==> src/pkg/ssl_pkg.sv <==
package ssl_pkg;

    // ************************************************************
    // serial word layout
    // ************************************************************
    localparam int SR_WIDTH = 19;
    localparam int PROG_W = 11;
    localparam int SWAL_W = 7;
    localparam int REF_W = 14;
    localparam int TARGET_BIT = 0;
    localparam logic TARGET_REF = 1'b1;
    localparam logic [PROG_W-1:0] PROG_MIN = 11'h003;
    localparam logic [REF_W-1:0] REF_MIN = 14'h0003;
    localparam int DIV_W = 18;

    // reference word: op bits at the head, then prescaler select, count, target
    typedef struct packed {
        logic charge_pump_sel;
        logic lock_output_select_bit;
        logic phase_polarity_bit;
        logic prescaler_128;
        logic [REF_W-1:0] ref_count;
    } ssl_ref_word_type;

    // program word: program count then swallow count, target last
    typedef struct packed {
        logic [PROG_W-1:0] prog_count;
        logic [SWAL_W-1:0] swallow_count;
    } ssl_prog_word_type;

    localparam ssl_ref_word_type REF_RESET = 18'h00000;
    localparam ssl_prog_word_type PROG_RESET = 18'h00000;

    // ************************************************************
    // register port
    // ************************************************************
    localparam int ADDR_W = 4;
    localparam int DATA_W = 32;
    localparam logic [ADDR_W-1:0] ADDR_STATUS = 4'h0;
    localparam logic [ADDR_W-1:0] ADDR_REF = 4'h4;
    localparam logic [ADDR_W-1:0] ADDR_PROG = 4'h8;
    localparam logic [ADDR_W-1:0] ADDR_CTRL = 4'hC;

    localparam int ST_LOCKED = 0;
    localparam int ST_REF_LOADED = 1;
    localparam int ST_PROG_LOADED = 2;
    localparam int ST_RANGE_ERR = 3;
    localparam int ST_PULSE_SHORT = 4;
    localparam int ST_PULSE_LONG = 5;
    localparam int ST_SEL_CONFLICT = 6;
    localparam int ST_TX_EN = 7;
    localparam int ST_RX_EN = 8;

    localparam int CTRL_PULSE_CHECK = 0;
    localparam int CTRL_LOCK_OFF = 1;
    localparam logic [1:0] CTRL_RESET = 2'h1;

    // ************************************************************
    // timing
    // ************************************************************
    localparam int CLK_PERIOD_NS = 100;
    localparam int SETTLE_TIME_US = 30000;
    localparam int MIN_PULSE_US = 100;
    localparam int MAX_PULSE_MS = 15;
    localparam int SETTLE_CYCLES = (SETTLE_TIME_US * 1000 + CLK_PERIOD_NS - 1) / CLK_PERIOD_NS;
    localparam int MIN_PULSE_CYCLES = (MIN_PULSE_US * 1000 + CLK_PERIOD_NS - 1) / CLK_PERIOD_NS;
    localparam int MAX_PULSE_CYCLES = (MAX_PULSE_MS * 1000000) / CLK_PERIOD_NS;

    // lock tracker states
    typedef enum logic [2:0] {
        LK_IDLE = 3'b001,
        LK_SETTLE = 3'b010,
        LK_LOCKED = 3'b100
    } ssl_lock_state_type;

endpackage

==> src/rtl/ssl_loader.sv <==
`timescale 1ns/100ps
`default_nettype none
module ssl_loader #(
    parameter int SETTLE_CYCLES = ssl_pkg::SETTLE_CYCLES,
    parameter int MIN_PULSE_CYCLES = ssl_pkg::MIN_PULSE_CYCLES,
    parameter int MAX_PULSE_CYCLES = ssl_pkg::MAX_PULSE_CYCLES
) (
    input wire logic clk,
    input wire logic rst,
    input wire logic [ssl_pkg::ADDR_W-1:0] reg_addr,
    input wire logic [ssl_pkg::DATA_W-1:0] reg_wdata,
    input wire logic reg_write,
    input wire logic reg_read,
    output logic [ssl_pkg::DATA_W-1:0] reg_rdata,
    input wire logic serial_clock,
    input wire logic serial_data,
    input wire logic load_latch_strobe,
    input wire logic transmit_select_n,
    input wire logic receive_select_n,
    input wire logic tx_data_in,
    output logic lock_indicator,
    output logic tx_enable,
    output logic rx_enable,
    output logic tx_mod_data,
    output logic [ssl_pkg::DIV_W-1:0] divide_total,
    output logic [ssl_pkg::REF_W-1:0] ref_divide
);

    // ************************************************************
    // elaboration checks
    // ************************************************************
    localparam int SETTLE_W = $clog2(SETTLE_CYCLES + 1);
    localparam int PULSE_W = $clog2(MAX_PULSE_CYCLES + 2);

    generate
        if (SETTLE_CYCLES < 1 || MIN_PULSE_CYCLES < 1 || MAX_PULSE_CYCLES <= MIN_PULSE_CYCLES) begin : g_bad
            $error("ssl_loader: timing parameters out of range");
        end
    endgenerate

    // ************************************************************
    // pin synchronisers
    // ************************************************************
    logic [5:0] pins_s;
    logic sclk_s;
    logic sdata_s;
    logic strobe_s;
    logic tx_sel_n_s;
    logic rx_sel_n_s;
    logic txd_s;

    ssl_sync #(
        .WIDTH(6),
        .RESET_VAL(6'h18)
    ) u_sync (
        .clk(clk),
        .rst(rst),
        .async_in({transmit_select_n, receive_select_n, serial_clock, serial_data, load_latch_strobe, tx_data_in}),
        .sync_out(pins_s)
    );

    assign tx_sel_n_s = pins_s[5];
    assign rx_sel_n_s = pins_s[4];
    assign sclk_s = pins_s[3];
    assign sdata_s = pins_s[2];
    assign strobe_s = pins_s[1];
    assign txd_s = pins_s[0];

    // ************************************************************
    // edge detection and shift register
    // ************************************************************
    logic sclk_d_r;
    logic strobe_d_r;
    logic txd_d_r;
    logic [ssl_pkg::SR_WIDTH-1:0] shift_r;
    wire sclk_rise = sclk_s & ~sclk_d_r;
    wire strobe_rise = strobe_s & ~strobe_d_r;
    wire txd_edge = txd_s ^ txd_d_r;

    // delayed copies for edge finding
    always_ff @(posedge clk or posedge rst) begin
        if (rst) begin
            sclk_d_r <= 1'b0;
            strobe_d_r <= 1'b0;
            txd_d_r <= 1'b0;
        end else begin
            sclk_d_r <= sclk_s;
            strobe_d_r <= strobe_s;
            txd_d_r <= txd_s;
        end
    end

    // data bit taken on each rising serial clock edge, first bit ends at the top
    always_ff @(posedge clk or posedge rst) begin
        if (rst) begin
            shift_r <= '0;
        end else if (sclk_rise) begin
            shift_r <= {shift_r[ssl_pkg::SR_WIDTH-2:0], sdata_s};
        end
    end

    // ************************************************************
    // word decode and range checks
    // ************************************************************
    ssl_pkg::ssl_ref_word_type ref_cand;
    ssl_pkg::ssl_prog_word_type prog_cand;
    ssl_pkg::ssl_ref_word_type ref_r;
    ssl_pkg::ssl_prog_word_type prog_r;
    logic ref_loaded_r;
    logic prog_loaded_r;

    assign ref_cand = ssl_pkg::ssl_ref_word_type'(shift_r[ssl_pkg::SR_WIDTH-1:1]);
    assign prog_cand = ssl_pkg::ssl_prog_word_type'(shift_r[ssl_pkg::SR_WIDTH-1:1]);

    wire to_ref = shift_r[ssl_pkg::TARGET_BIT] == ssl_pkg::TARGET_REF;
    wire ref_ok = ref_cand.ref_count >= ssl_pkg::REF_MIN;
    wire prog_ok = (prog_cand.prog_count >= ssl_pkg::PROG_MIN)
        && ({4'h0, prog_cand.swallow_count} < prog_cand.prog_count);
    wire load_ref = strobe_rise & to_ref & ref_ok;
    wire load_prog = strobe_rise & ~to_ref & prog_ok;
    wire load_bad = strobe_rise & ~(to_ref ? ref_ok : prog_ok);

    // latches: either word may come first, a bad word leaves its latch alone
    always_ff @(posedge clk or posedge rst) begin
        if (rst) begin
            ref_r <= ssl_pkg::REF_RESET;
            prog_r <= ssl_pkg::PROG_RESET;
            ref_loaded_r <= 1'b0;
            prog_loaded_r <= 1'b0;
        end else begin
            if (load_ref) begin
                ref_r <= ref_cand;
                ref_loaded_r <= 1'b1;
            end
            if (load_prog) begin
                prog_r <= prog_cand;
                prog_loaded_r <= 1'b1;
            end
        end
    end

    // ************************************************************
    // division ratio
    // ************************************************************
    wire [ssl_pkg::DIV_W-1:0] mn_prod = ref_r.prescaler_128
        ? {prog_r.prog_count, 7'h00}
        : {1'b0, prog_r.prog_count, 6'h00};
    wire [ssl_pkg::DIV_W-1:0] div_nxt = mn_prod + {11'h000, prog_r.swallow_count};

    // ratio outputs held in flops
    always_ff @(posedge clk or posedge rst) begin
        if (rst) begin
            divide_total <= '0;
            ref_divide <= '0;
        end else begin
            divide_total <= div_nxt;
            ref_divide <= ref_r.ref_count;
        end
    end

    // ************************************************************
    // lock tracking
    // ************************************************************
    ssl_pkg::ssl_lock_state_type lock_state_r;
    ssl_pkg::ssl_lock_state_type lock_state_nxt;
    logic [SETTLE_W-1:0] settle_cnt_r;
    logic [1:0] ctrl_r;
    wire both_loaded = ref_loaded_r & prog_loaded_r;
    wire new_word = load_ref | load_prog;
    wire settle_done = settle_cnt_r == SETTLE_W'(SETTLE_CYCLES - 1);

    // any accepted word restarts the settle time
    always_comb begin
        lock_state_nxt = lock_state_r;
        unique case (lock_state_r)
            ssl_pkg::LK_IDLE: begin
                if (both_loaded) begin
                    lock_state_nxt = ssl_pkg::LK_SETTLE;
                end
            end
            ssl_pkg::LK_SETTLE: begin
                if (new_word) begin
                    lock_state_nxt = ssl_pkg::LK_SETTLE;
                end else if (settle_done) begin
                    lock_state_nxt = ssl_pkg::LK_LOCKED;
                end
            end
            ssl_pkg::LK_LOCKED: begin
                if (new_word) begin
                    lock_state_nxt = ssl_pkg::LK_SETTLE;
                end
            end
            default: begin
                lock_state_nxt = ssl_pkg::LK_IDLE;
            end
        endcase
    end

    // state and settle counter
    always_ff @(posedge clk or posedge rst) begin
        if (rst) begin
            lock_state_r <= ssl_pkg::LK_IDLE;
            settle_cnt_r <= '0;
        end else begin
            lock_state_r <= lock_state_nxt;
            if (lock_state_r != ssl_pkg::LK_SETTLE || new_word) begin
                settle_cnt_r <= '0;
            end else if (!settle_done) begin
                settle_cnt_r <= settle_cnt_r + 1'b1;
            end
        end
    end

    wire locked = (lock_state_r == ssl_pkg::LK_LOCKED) & ~ctrl_r[ssl_pkg::CTRL_LOCK_OFF];

    // ************************************************************
    // comparison frequency output, used when lock select bit is set
    // ************************************************************
    logic [ssl_pkg::REF_W-1:0] fdiv_cnt_r;
    logic fout_r;
    wire fdiv_wrap = fdiv_cnt_r >= ref_r.ref_count - 1'b1;

    // toggles once every reference count of clocks
    always_ff @(posedge clk or posedge rst) begin
        if (rst) begin
            fdiv_cnt_r <= '0;
            fout_r <= 1'b0;
        end else if (!ref_loaded_r || fdiv_wrap) begin
            fdiv_cnt_r <= '0;
            fout_r <= ref_loaded_r & ~fout_r;
        end else begin
            fdiv_cnt_r <= fdiv_cnt_r + 1'b1;
        end
    end

    // lock pin: lock level unless the divided frequency is selected
    always_ff @(posedge clk or posedge rst) begin
        if (rst) begin
            lock_indicator <= 1'b0;
        end else if (ref_r.lock_output_select_bit) begin
            lock_indicator <= fout_r;
        end else begin
            lock_indicator <= locked;
        end
    end

    // ************************************************************
    // transmit and receive select
    // ************************************************************
    wire tx_sel = ~tx_sel_n_s & rx_sel_n_s;
    wire rx_sel = ~rx_sel_n_s & tx_sel_n_s;
    wire sel_conflict = ~tx_sel_n_s & ~rx_sel_n_s;

    // both low selects neither path
    always_ff @(posedge clk or posedge rst) begin
        if (rst) begin
            tx_enable <= 1'b0;
            rx_enable <= 1'b0;
            tx_mod_data <= 1'b0;
        end else begin
            tx_enable <= tx_sel;
            rx_enable <= rx_sel;
            tx_mod_data <= tx_sel & txd_s;
        end
    end

    // ************************************************************
    // transmit data pulse width watch
    // ************************************************************
    logic [PULSE_W-1:0] pulse_cnt_r;
    logic pulse_first_r;
    wire check_on = ctrl_r[ssl_pkg::CTRL_PULSE_CHECK] & tx_sel;
    // count lags the level length by one cycle, so both limits compare one lower
    wire pulse_short = check_on & txd_edge & ~pulse_first_r
        & (pulse_cnt_r < PULSE_W'(MIN_PULSE_CYCLES - 1));
    wire pulse_long = check_on & ~txd_edge & (pulse_cnt_r == PULSE_W'(MAX_PULSE_CYCLES - 1));

    // counts the current level; first level after enable is not judged short
    always_ff @(posedge clk or posedge rst) begin
        if (rst) begin
            pulse_cnt_r <= '0;
            pulse_first_r <= 1'b1;
        end else if (!check_on) begin
            pulse_cnt_r <= '0;
            pulse_first_r <= 1'b1;
        end else if (txd_edge) begin
            pulse_cnt_r <= '0;
            pulse_first_r <= 1'b0;
        end else if (pulse_cnt_r <= PULSE_W'(MAX_PULSE_CYCLES)) begin
            pulse_cnt_r <= pulse_cnt_r + 1'b1;
        end
    end

    // ************************************************************
    // register port
    // ************************************************************
    logic range_err_r;
    logic short_err_r;
    logic long_err_r;
    wire wr_status = reg_write & (reg_addr == ssl_pkg::ADDR_STATUS);
    wire wr_ctrl = reg_write & (reg_addr == ssl_pkg::ADDR_CTRL);

    // sticky fault flags, write one to clear, a new event wins
    always_ff @(posedge clk or posedge rst) begin
        if (rst) begin
            range_err_r <= 1'b0;
            short_err_r <= 1'b0;
            long_err_r <= 1'b0;
        end else begin
            range_err_r <= load_bad | (range_err_r & ~(wr_status & reg_wdata[ssl_pkg::ST_RANGE_ERR]));
            short_err_r <= pulse_short | (short_err_r & ~(wr_status & reg_wdata[ssl_pkg::ST_PULSE_SHORT]));
            long_err_r <= pulse_long | (long_err_r & ~(wr_status & reg_wdata[ssl_pkg::ST_PULSE_LONG]));
        end
    end

    // control bits
    always_ff @(posedge clk or posedge rst) begin
        if (rst) begin
            ctrl_r <= ssl_pkg::CTRL_RESET;
        end else if (wr_ctrl) begin
            ctrl_r <= reg_wdata[1:0];
        end
    end

    logic [ssl_pkg::DATA_W-1:0] status_word;
    logic [ssl_pkg::DATA_W-1:0] rd_sel;

    // status word assembly
    always_comb begin
        status_word = '0;
        status_word[ssl_pkg::ST_LOCKED] = locked;
        status_word[ssl_pkg::ST_REF_LOADED] = ref_loaded_r;
        status_word[ssl_pkg::ST_PROG_LOADED] = prog_loaded_r;
        status_word[ssl_pkg::ST_RANGE_ERR] = range_err_r;
        status_word[ssl_pkg::ST_PULSE_SHORT] = short_err_r;
        status_word[ssl_pkg::ST_PULSE_LONG] = long_err_r;
        status_word[ssl_pkg::ST_SEL_CONFLICT] = sel_conflict;
        status_word[ssl_pkg::ST_TX_EN] = tx_enable;
        status_word[ssl_pkg::ST_RX_EN] = rx_enable;
    end

    // read select, unmapped offsets read zero
    always_comb begin
        unique case (reg_addr)
            ssl_pkg::ADDR_STATUS: rd_sel = status_word;
            ssl_pkg::ADDR_REF: rd_sel = {14'h0000, ref_r};
            ssl_pkg::ADDR_PROG: rd_sel = {14'h0000, prog_r};
            ssl_pkg::ADDR_CTRL: rd_sel = {30'h00000000, ctrl_r};
            default: rd_sel = '0;
        endcase
    end

    // read data stands only in the cycle after the strobe
    always_ff @(posedge clk or posedge rst) begin
        if (rst) begin
            reg_rdata <= '0;
        end else if (reg_read) begin
            reg_rdata <= rd_sel;
        end else begin
            reg_rdata <= '0;
        end
    end

endmodule
`default_nettype wire

==> src/rtl/ssl_sync.sv <==
`timescale 1ns/100ps
`default_nettype none
// ************************************************************
// two flop synchroniser for pins from outside the clock domain
// ************************************************************
module ssl_sync #(
    parameter int WIDTH = 1,
    parameter logic [WIDTH-1:0] RESET_VAL = '0
) (
    input wire logic clk,
    input wire logic rst,
    input wire logic [WIDTH-1:0] async_in,
    output logic [WIDTH-1:0] sync_out
);

    logic [WIDTH-1:0] meta_r;

    // first stage feeds only the second stage
    always_ff @(posedge clk or posedge rst) begin
        if (rst) begin
            meta_r <= RESET_VAL;
            sync_out <= RESET_VAL;
        end else begin
            meta_r <= async_in;
            sync_out <= meta_r;
        end
    end

endmodule
`default_nettype wire

==> config.mk <==
export PLATFORM = sky130hd
export DESIGN_NAME = ssl_loader
export DESIGN_NICKNAME = d
export VERILOG_FILES = /design/src/pkg/ssl_pkg.sv /design/src/rtl/ssl_loader.sv /design/src/rtl/ssl_sync.sv
export SDC_FILE = /design/constraint.sdc
export NUM_CORES = 1
export LEC_CHECK = 0
export ABC_AREA = 1
export BUFFER_PORTS_ARGS = -buffer_cell sky130_fd_sc_hd__buf_4
export CORE_MARGIN = 2
export CORE_UTILIZATION = 35
export DETAILED_ROUTE_END_ITERATION = 16
export HOLD_SLACK_MARGIN = 0.12
export SLEW_MARGIN = 20
export SYNTH_ARGS = -nofsm -noshare
export SYNTH_HDL_FRONTEND = slang
export SYNTH_SLANG_ARGS = --single-unit
==> constraint.sdc <==
create_clock -name clk -period 16.54 [get_ports clk]
set_input_delay 3.308 -clock clk [delete_from_list [all_inputs] [get_ports clk]]
set_output_delay 3.308 -clock clk [all_outputs]
set_load 0.02 [all_outputs]
# Yosys cells after proc, flatten, opt, wreduce, memory -nomap -nowiden
# Index checks and enable logic that the tools add are counted.
dict set report op_classes {
  bitwise_logic 46
  magnitude_cmp 6
  eq_ne 15
  n_addsub 5
  n_reduce_logical 6
  muxes 18
}
# cell n
set ops {}
lappend ops {{$mux 18} 4}
lappend ops {{$pmux 18 s4} 1}
lappend ops {{$mux 19} 2}
lappend ops {{$mux 32} 1}
lappend ops {{$and 1x1->1} 28}
lappend ops {{$add 19x1->19 const B} 1}
lappend ops {{$eq 19x19->1 const B} 1}
lappend ops {{$add 18x1->18 const B} 1}
lappend ops {{$add 18x7->18} 1}
lappend ops {{$eq 18x18->1 const B} 1}
lappend ops {{$le 18x18->1 const B} 1}
lappend ops {{$lt 18x10->1 const B} 1}
lappend ops {{$add 14x1->14 const B} 1}
lappend ops {{$ge 14x14->1} 1}
lappend ops {{$ge 14x2->1 const B} 1}
lappend ops {{$mux 14} 1}
lappend ops {{$sub 14x1->14 const B} 1}
lappend ops {{$not 1->1} 13}
lappend ops {{$mux 3} 4}
lappend ops {{$ge 11x2->1 const B} 1}
lappend ops {{$lt 7x11->1} 1}
lappend ops {{$pmux 3 s3} 1}
lappend ops {{$eq 4x4->1 const B} 2}
lappend ops {{$ne 2x2->1 const B} 3}
lappend ops {{other kinds (15)} 23}
dict set report totals {
  register_bits 201
  inputBits 46
  output_inout_bits 68
  word_cells 128
}

# Logic depth before layout (Yosys ltp)
dict set report depth {
  ltp_word 7
  ltp_mapped 18
  mapped_depth_nobuf 18
}

# Cells and area by module
# A second synthesis with hierarchy kept.
dict set report unflattened {
  cells_unflattened 1032
  area_unflattened_um2 9095.0
}
# mod seq_area_each_um2 area_per_inst_um2 cells_per_inst n_inst
set by_module_without_submodules {}
lappend by_module_without_submodules {ssl_loader 4383.0 8785.9 1019 1}
lappend by_module_without_submodules {ssl_sync 305.3 309.0 13 1}

# Worst setup path before layout
# No wires, ideal clock.
dict set report synth_timing {
  path_kind {input-to-reg}
  start {in reg_addr[1] (netlist bit)}
  end {reg reg_rdata[6] (netlist bit)}
  n_path_buf 0
  required_ns 16.477
  t_arrival_ns 4.302
  setup_time_ns 0.063
  setup_slack_ns 12.175
  path_stages 7
  cell_sequence {nor2_1 -> inv_1 -> nor3_2 -> inv_2 -> o311ai_1 -> nand2_1 -> inv_1}
}
dict set report synth_between {
  elab_chain_len 3
  elab_cells_between_ends 6
}
# element line_no
set synth_rtl {}
lappend synth_rtl {{start: declaration} ssl_loader.sv:10} ;# input wire logic [ssl_pkg::ADDR_W-1:0] reg_addr,
lappend synth_rtl {{$eq 4x4->1 (tied with other cells)} ssl_loader.sv:344} ;# unique case (reg_addr)
lappend synth_rtl {{$pmux 18 s4 *} ssl_loader.sv:344}
lappend synth_rtl {{$mux 32 *} ssl_loader.sv:357} ;# end else if (reg_read) begin
lappend synth_rtl {{end signal: assignment} ssl_loader.sv:358} ;# reg_rdata <= rd_sel;
lappend synth_rtl {{end: declaration} ssl_loader.sv:14} ;# output logic [ssl_pkg::DATA_W-1:0] reg_rdata,
# Mark *: on every way between the ends. The rest lies on a longest branch, timed or not.
# A chain may end at the register's enable or synchronous reset.

# Worst setup path after layout
dict set report layout_timing {
  start {in reg_addr[1] (netlist bit)}
  end {reg reg_rdata[3] (netlist bit)}
}
# The elaborated chain is that of the path after synthesis.

==> out/summary.txt <==
status: finished, final reports clean
fin crit share: 28.33%
Internal: 883.8 uW
CTS resizes: 0
DRT Pass-1 Iters: 5
Tot Pwr: 1354 uW
core area: 25180 sq um
Setup TNS Final: 0 ns
sw frac: 34.71%
Post-synth EDFFs: 0
Syn Inst Count: 1019
I/O Pins: 114
Post-CTS Setup Repair Bufs: 0
Avg WL per Cell: 14.04 um
Vias: 6749
crit path launch type: input pin
Peak VDD IR: 67.97 uV
ys async rst share: 100.0%
drt total wl: 20080 um
metal3 WL: 671 um
clk_lat worst skew: 0.43 ns
CTS hold repair buffers: 0
die height: 164 um
CTS buffer count: 17
DIE AREA: 26900 sq um
Metal-1 WL: 9225 um
area delta synth->final: 15.49%
Ys Warns: 0
H-tree level count: 4
worst-margin pin slew: 1.039 ns
class of the worst hold path: reg -> reg
top routing layer in use: met4
RePlAce Congestion: 0.8808
nets: 1160
initial DRC count: 399
vias in the first global route: 6508
Flop pwr share: 43.2%
f_max: 0.2134 GHz
GRT Total Usage: 15.72%
clock sink count: 187
Yosys top cell area share: 50.27%
max_slew headroom: 30.38%
PwrDens: 130.8 nW/um^2
WP data required: 16.91 ns
vias per cell: 4.720
DR WL met2: 9885 um
Clock Skew: 0.008465 ns
most area-consuming cells after synthesis: dfrtp_1 (50%), nand2_1 (9.6%), inv_1 (5.1%)
Sw Pwr: 469.9 uW
CTS tree: yes
Synth top cells by count: nand2_1 (230), dfrtp_1 (180), inv_1 (122), nor2_1 (85), o21ai_0 (70)
Seq/Total Area, Yosys: 52.33%
I/O Buffers: 72
clock buffer depth: 2
critical path arrival: 5.06 ns
fin crit period: 4.686 ns
combinational power share: 26.4%
critical path class: in -> reg
Mapped Area: 8960 sq um
HPWL after detailed placement: 14640 um
ant diodes: 0
RSZ-0062 raised after global routing: no
final setup fails: 0
Congestion Overflow GR: 0
leak pwr: 0.004988 uW
pin count of the biggest net entering global routing: 113
unique cell type count in the Yosys netlist: 55
crit path capture type: register
ys flop type: dfrtp_1
Critical Path Fanout Max: 15
layout cell share with drive strength beyond 1: 14.82%
final hold vios: 0
Die W: 164 um
Initial Utilization: 35.58%
Synth Register Bits: 187
row count: 58
Synth area leader: dfrtp_1
Slew Viols, Final: 0
Clock power frac: 30.4%
Mapped Avg Cell Area: 8.793 sq um
first-pass GRT wire length: 33140 um
post-route ant nets: 0
Hold WS: 0.3528 ns
Post-Layout Cell Count: 1430
initial antenna violation count: 0
CTS root buf: clkbuf_16
most frequent cell after synthesis: nand2_1
Worst-path clk slew: 0.07 ns
MaxCap Viol Count: 0
DRC: 0
dpl cells: 1398
power groups by stage:
stage	Clock [uW]	Sequential [uW]	Combinational, uW
2_1_floorplan	0	591	245
3_3_place_gp	0	593	350
3_5_place_dp	0	594	360
4_1_cts	422	585	362
5_1_grt	442	593	418
6_report	412	585	357
final cells by class:
type,instances,area (sq um)
clock buffers,18,429.2
clock inverters,14,161.4
fillers,2540,14830
inverters,133,511.7
multi-input cells,673,3581
flip-flops and latches,187,4688
well taps,330,412.9
repair buffers,75,563.0
cell families after synthesis:
family | share of synthesized area, %
other | 0.04185
buffers and inverters | 8.281
and+or+nand+nor | 22.01
xor gates and xnor gates | 4.092
AOI/OAI and AO/OA | 9.245
DFF | 52.33
adders and majority gates | 3.770
muxes | 0.2374
state kept, by name (all words and copies together) (netlist names), 2 cells and up:
| signal | flops |
|---|---|
| ctrl_r | 2 |
| divide_total | 18 |
| fdiv_cnt_r | 14 |
| lock_state_r | 3 |
| prog_r | 18 |
| pulse_cnt_r | 18 |
| ref_divide | 14 |
| ref_r | 18 |
| reg_rdata | 18 |
| settle_cnt_r | 19 |
| shift_r | 19 |
| u_sync.meta_r | 6 |
| u_sync.sync_out | 6 |
cells in the final DEF, fill, tap and decap left out, types with 3 or more instances in the layout:
master,instances
nand4_1,19
nand3_2,3
o21ai_0,70
nand2_2,8
conb_1,14
nor2_2,4
nor4_1,4
a21oi_1,30
o21ai_1,5
nor2_1,85
o211ai_1,3
clkbuf_16,17
clkinv_4,4
dfrtp_1,180
ha_1,27
nand2_1,229
xor2_1,30
nor3_2,3
o21ai_2,11
buf_4,75
dfstp_2,7
inv_6,5
nor3_1,23
inv_1,121
xnor2_1,10
nand3_1,57
inv_2,8
a211oi_1,6
stage by stage:
step / area (sq um) / setup slack (ns) / utilization, %
6_report: 10350 / 11.85 / 41.09
5_1_grt: 10350 / 11.68 / 41.09
4_1_cts: 10340 / 11.82 / 41.08
3_5_place_dp: 9754 / 11.37 / 38.74
3_3_place_gp: 9754 / 11.38 / 38.74
2_1_floorplan: 9009 / 8.158 / -
worst paths after layout:
path	from	to	slack, ns	cells after the start
setup / recovery	reg_addr[1]	reg_rdata[3]$_DFF_PP0_	11.85	8
hold / removal	u_sync.meta_r[1]$_DFF_PP0_	u_sync.sync_out[1]$_DFF_PP0_	0.35	0
setup reg to reg	ref_r[0]$_DFFE_PP0P_	fout_r$_DFFE_PP0P_	13.26	16
hold reg to reg	u_sync.meta_r[1]$_DFF_PP0_	u_sync.sync_out[1]$_DFF_PP0_	0.35	0
max in group asynchronous	rst	lock_state_r[2]$_DFFE_PP0P_	12.03	3
min in group asynchronous	rst	ref_divide[7]$_DFF_PP0_	3.00	2
routing by layer:
layer | global-route usage, % | vias to the layer above
li1 | - | 3384
met1 | 20.32 | 3212
met2 | 26.68 | 133
met3 | 2.727 | 20
met4 | 5.303 | 0
met5 | 0 | -
critical path: stages:
cell	delay (ns)
buf_4	0.11
nor2_1	0.17
inv_1	0.10
nor3_2	0.79
inv_1	0.21
o211ai_1	0.24
nand2_1	0.08
inv_1	0.05
Power figures use the tool's default switching activity.
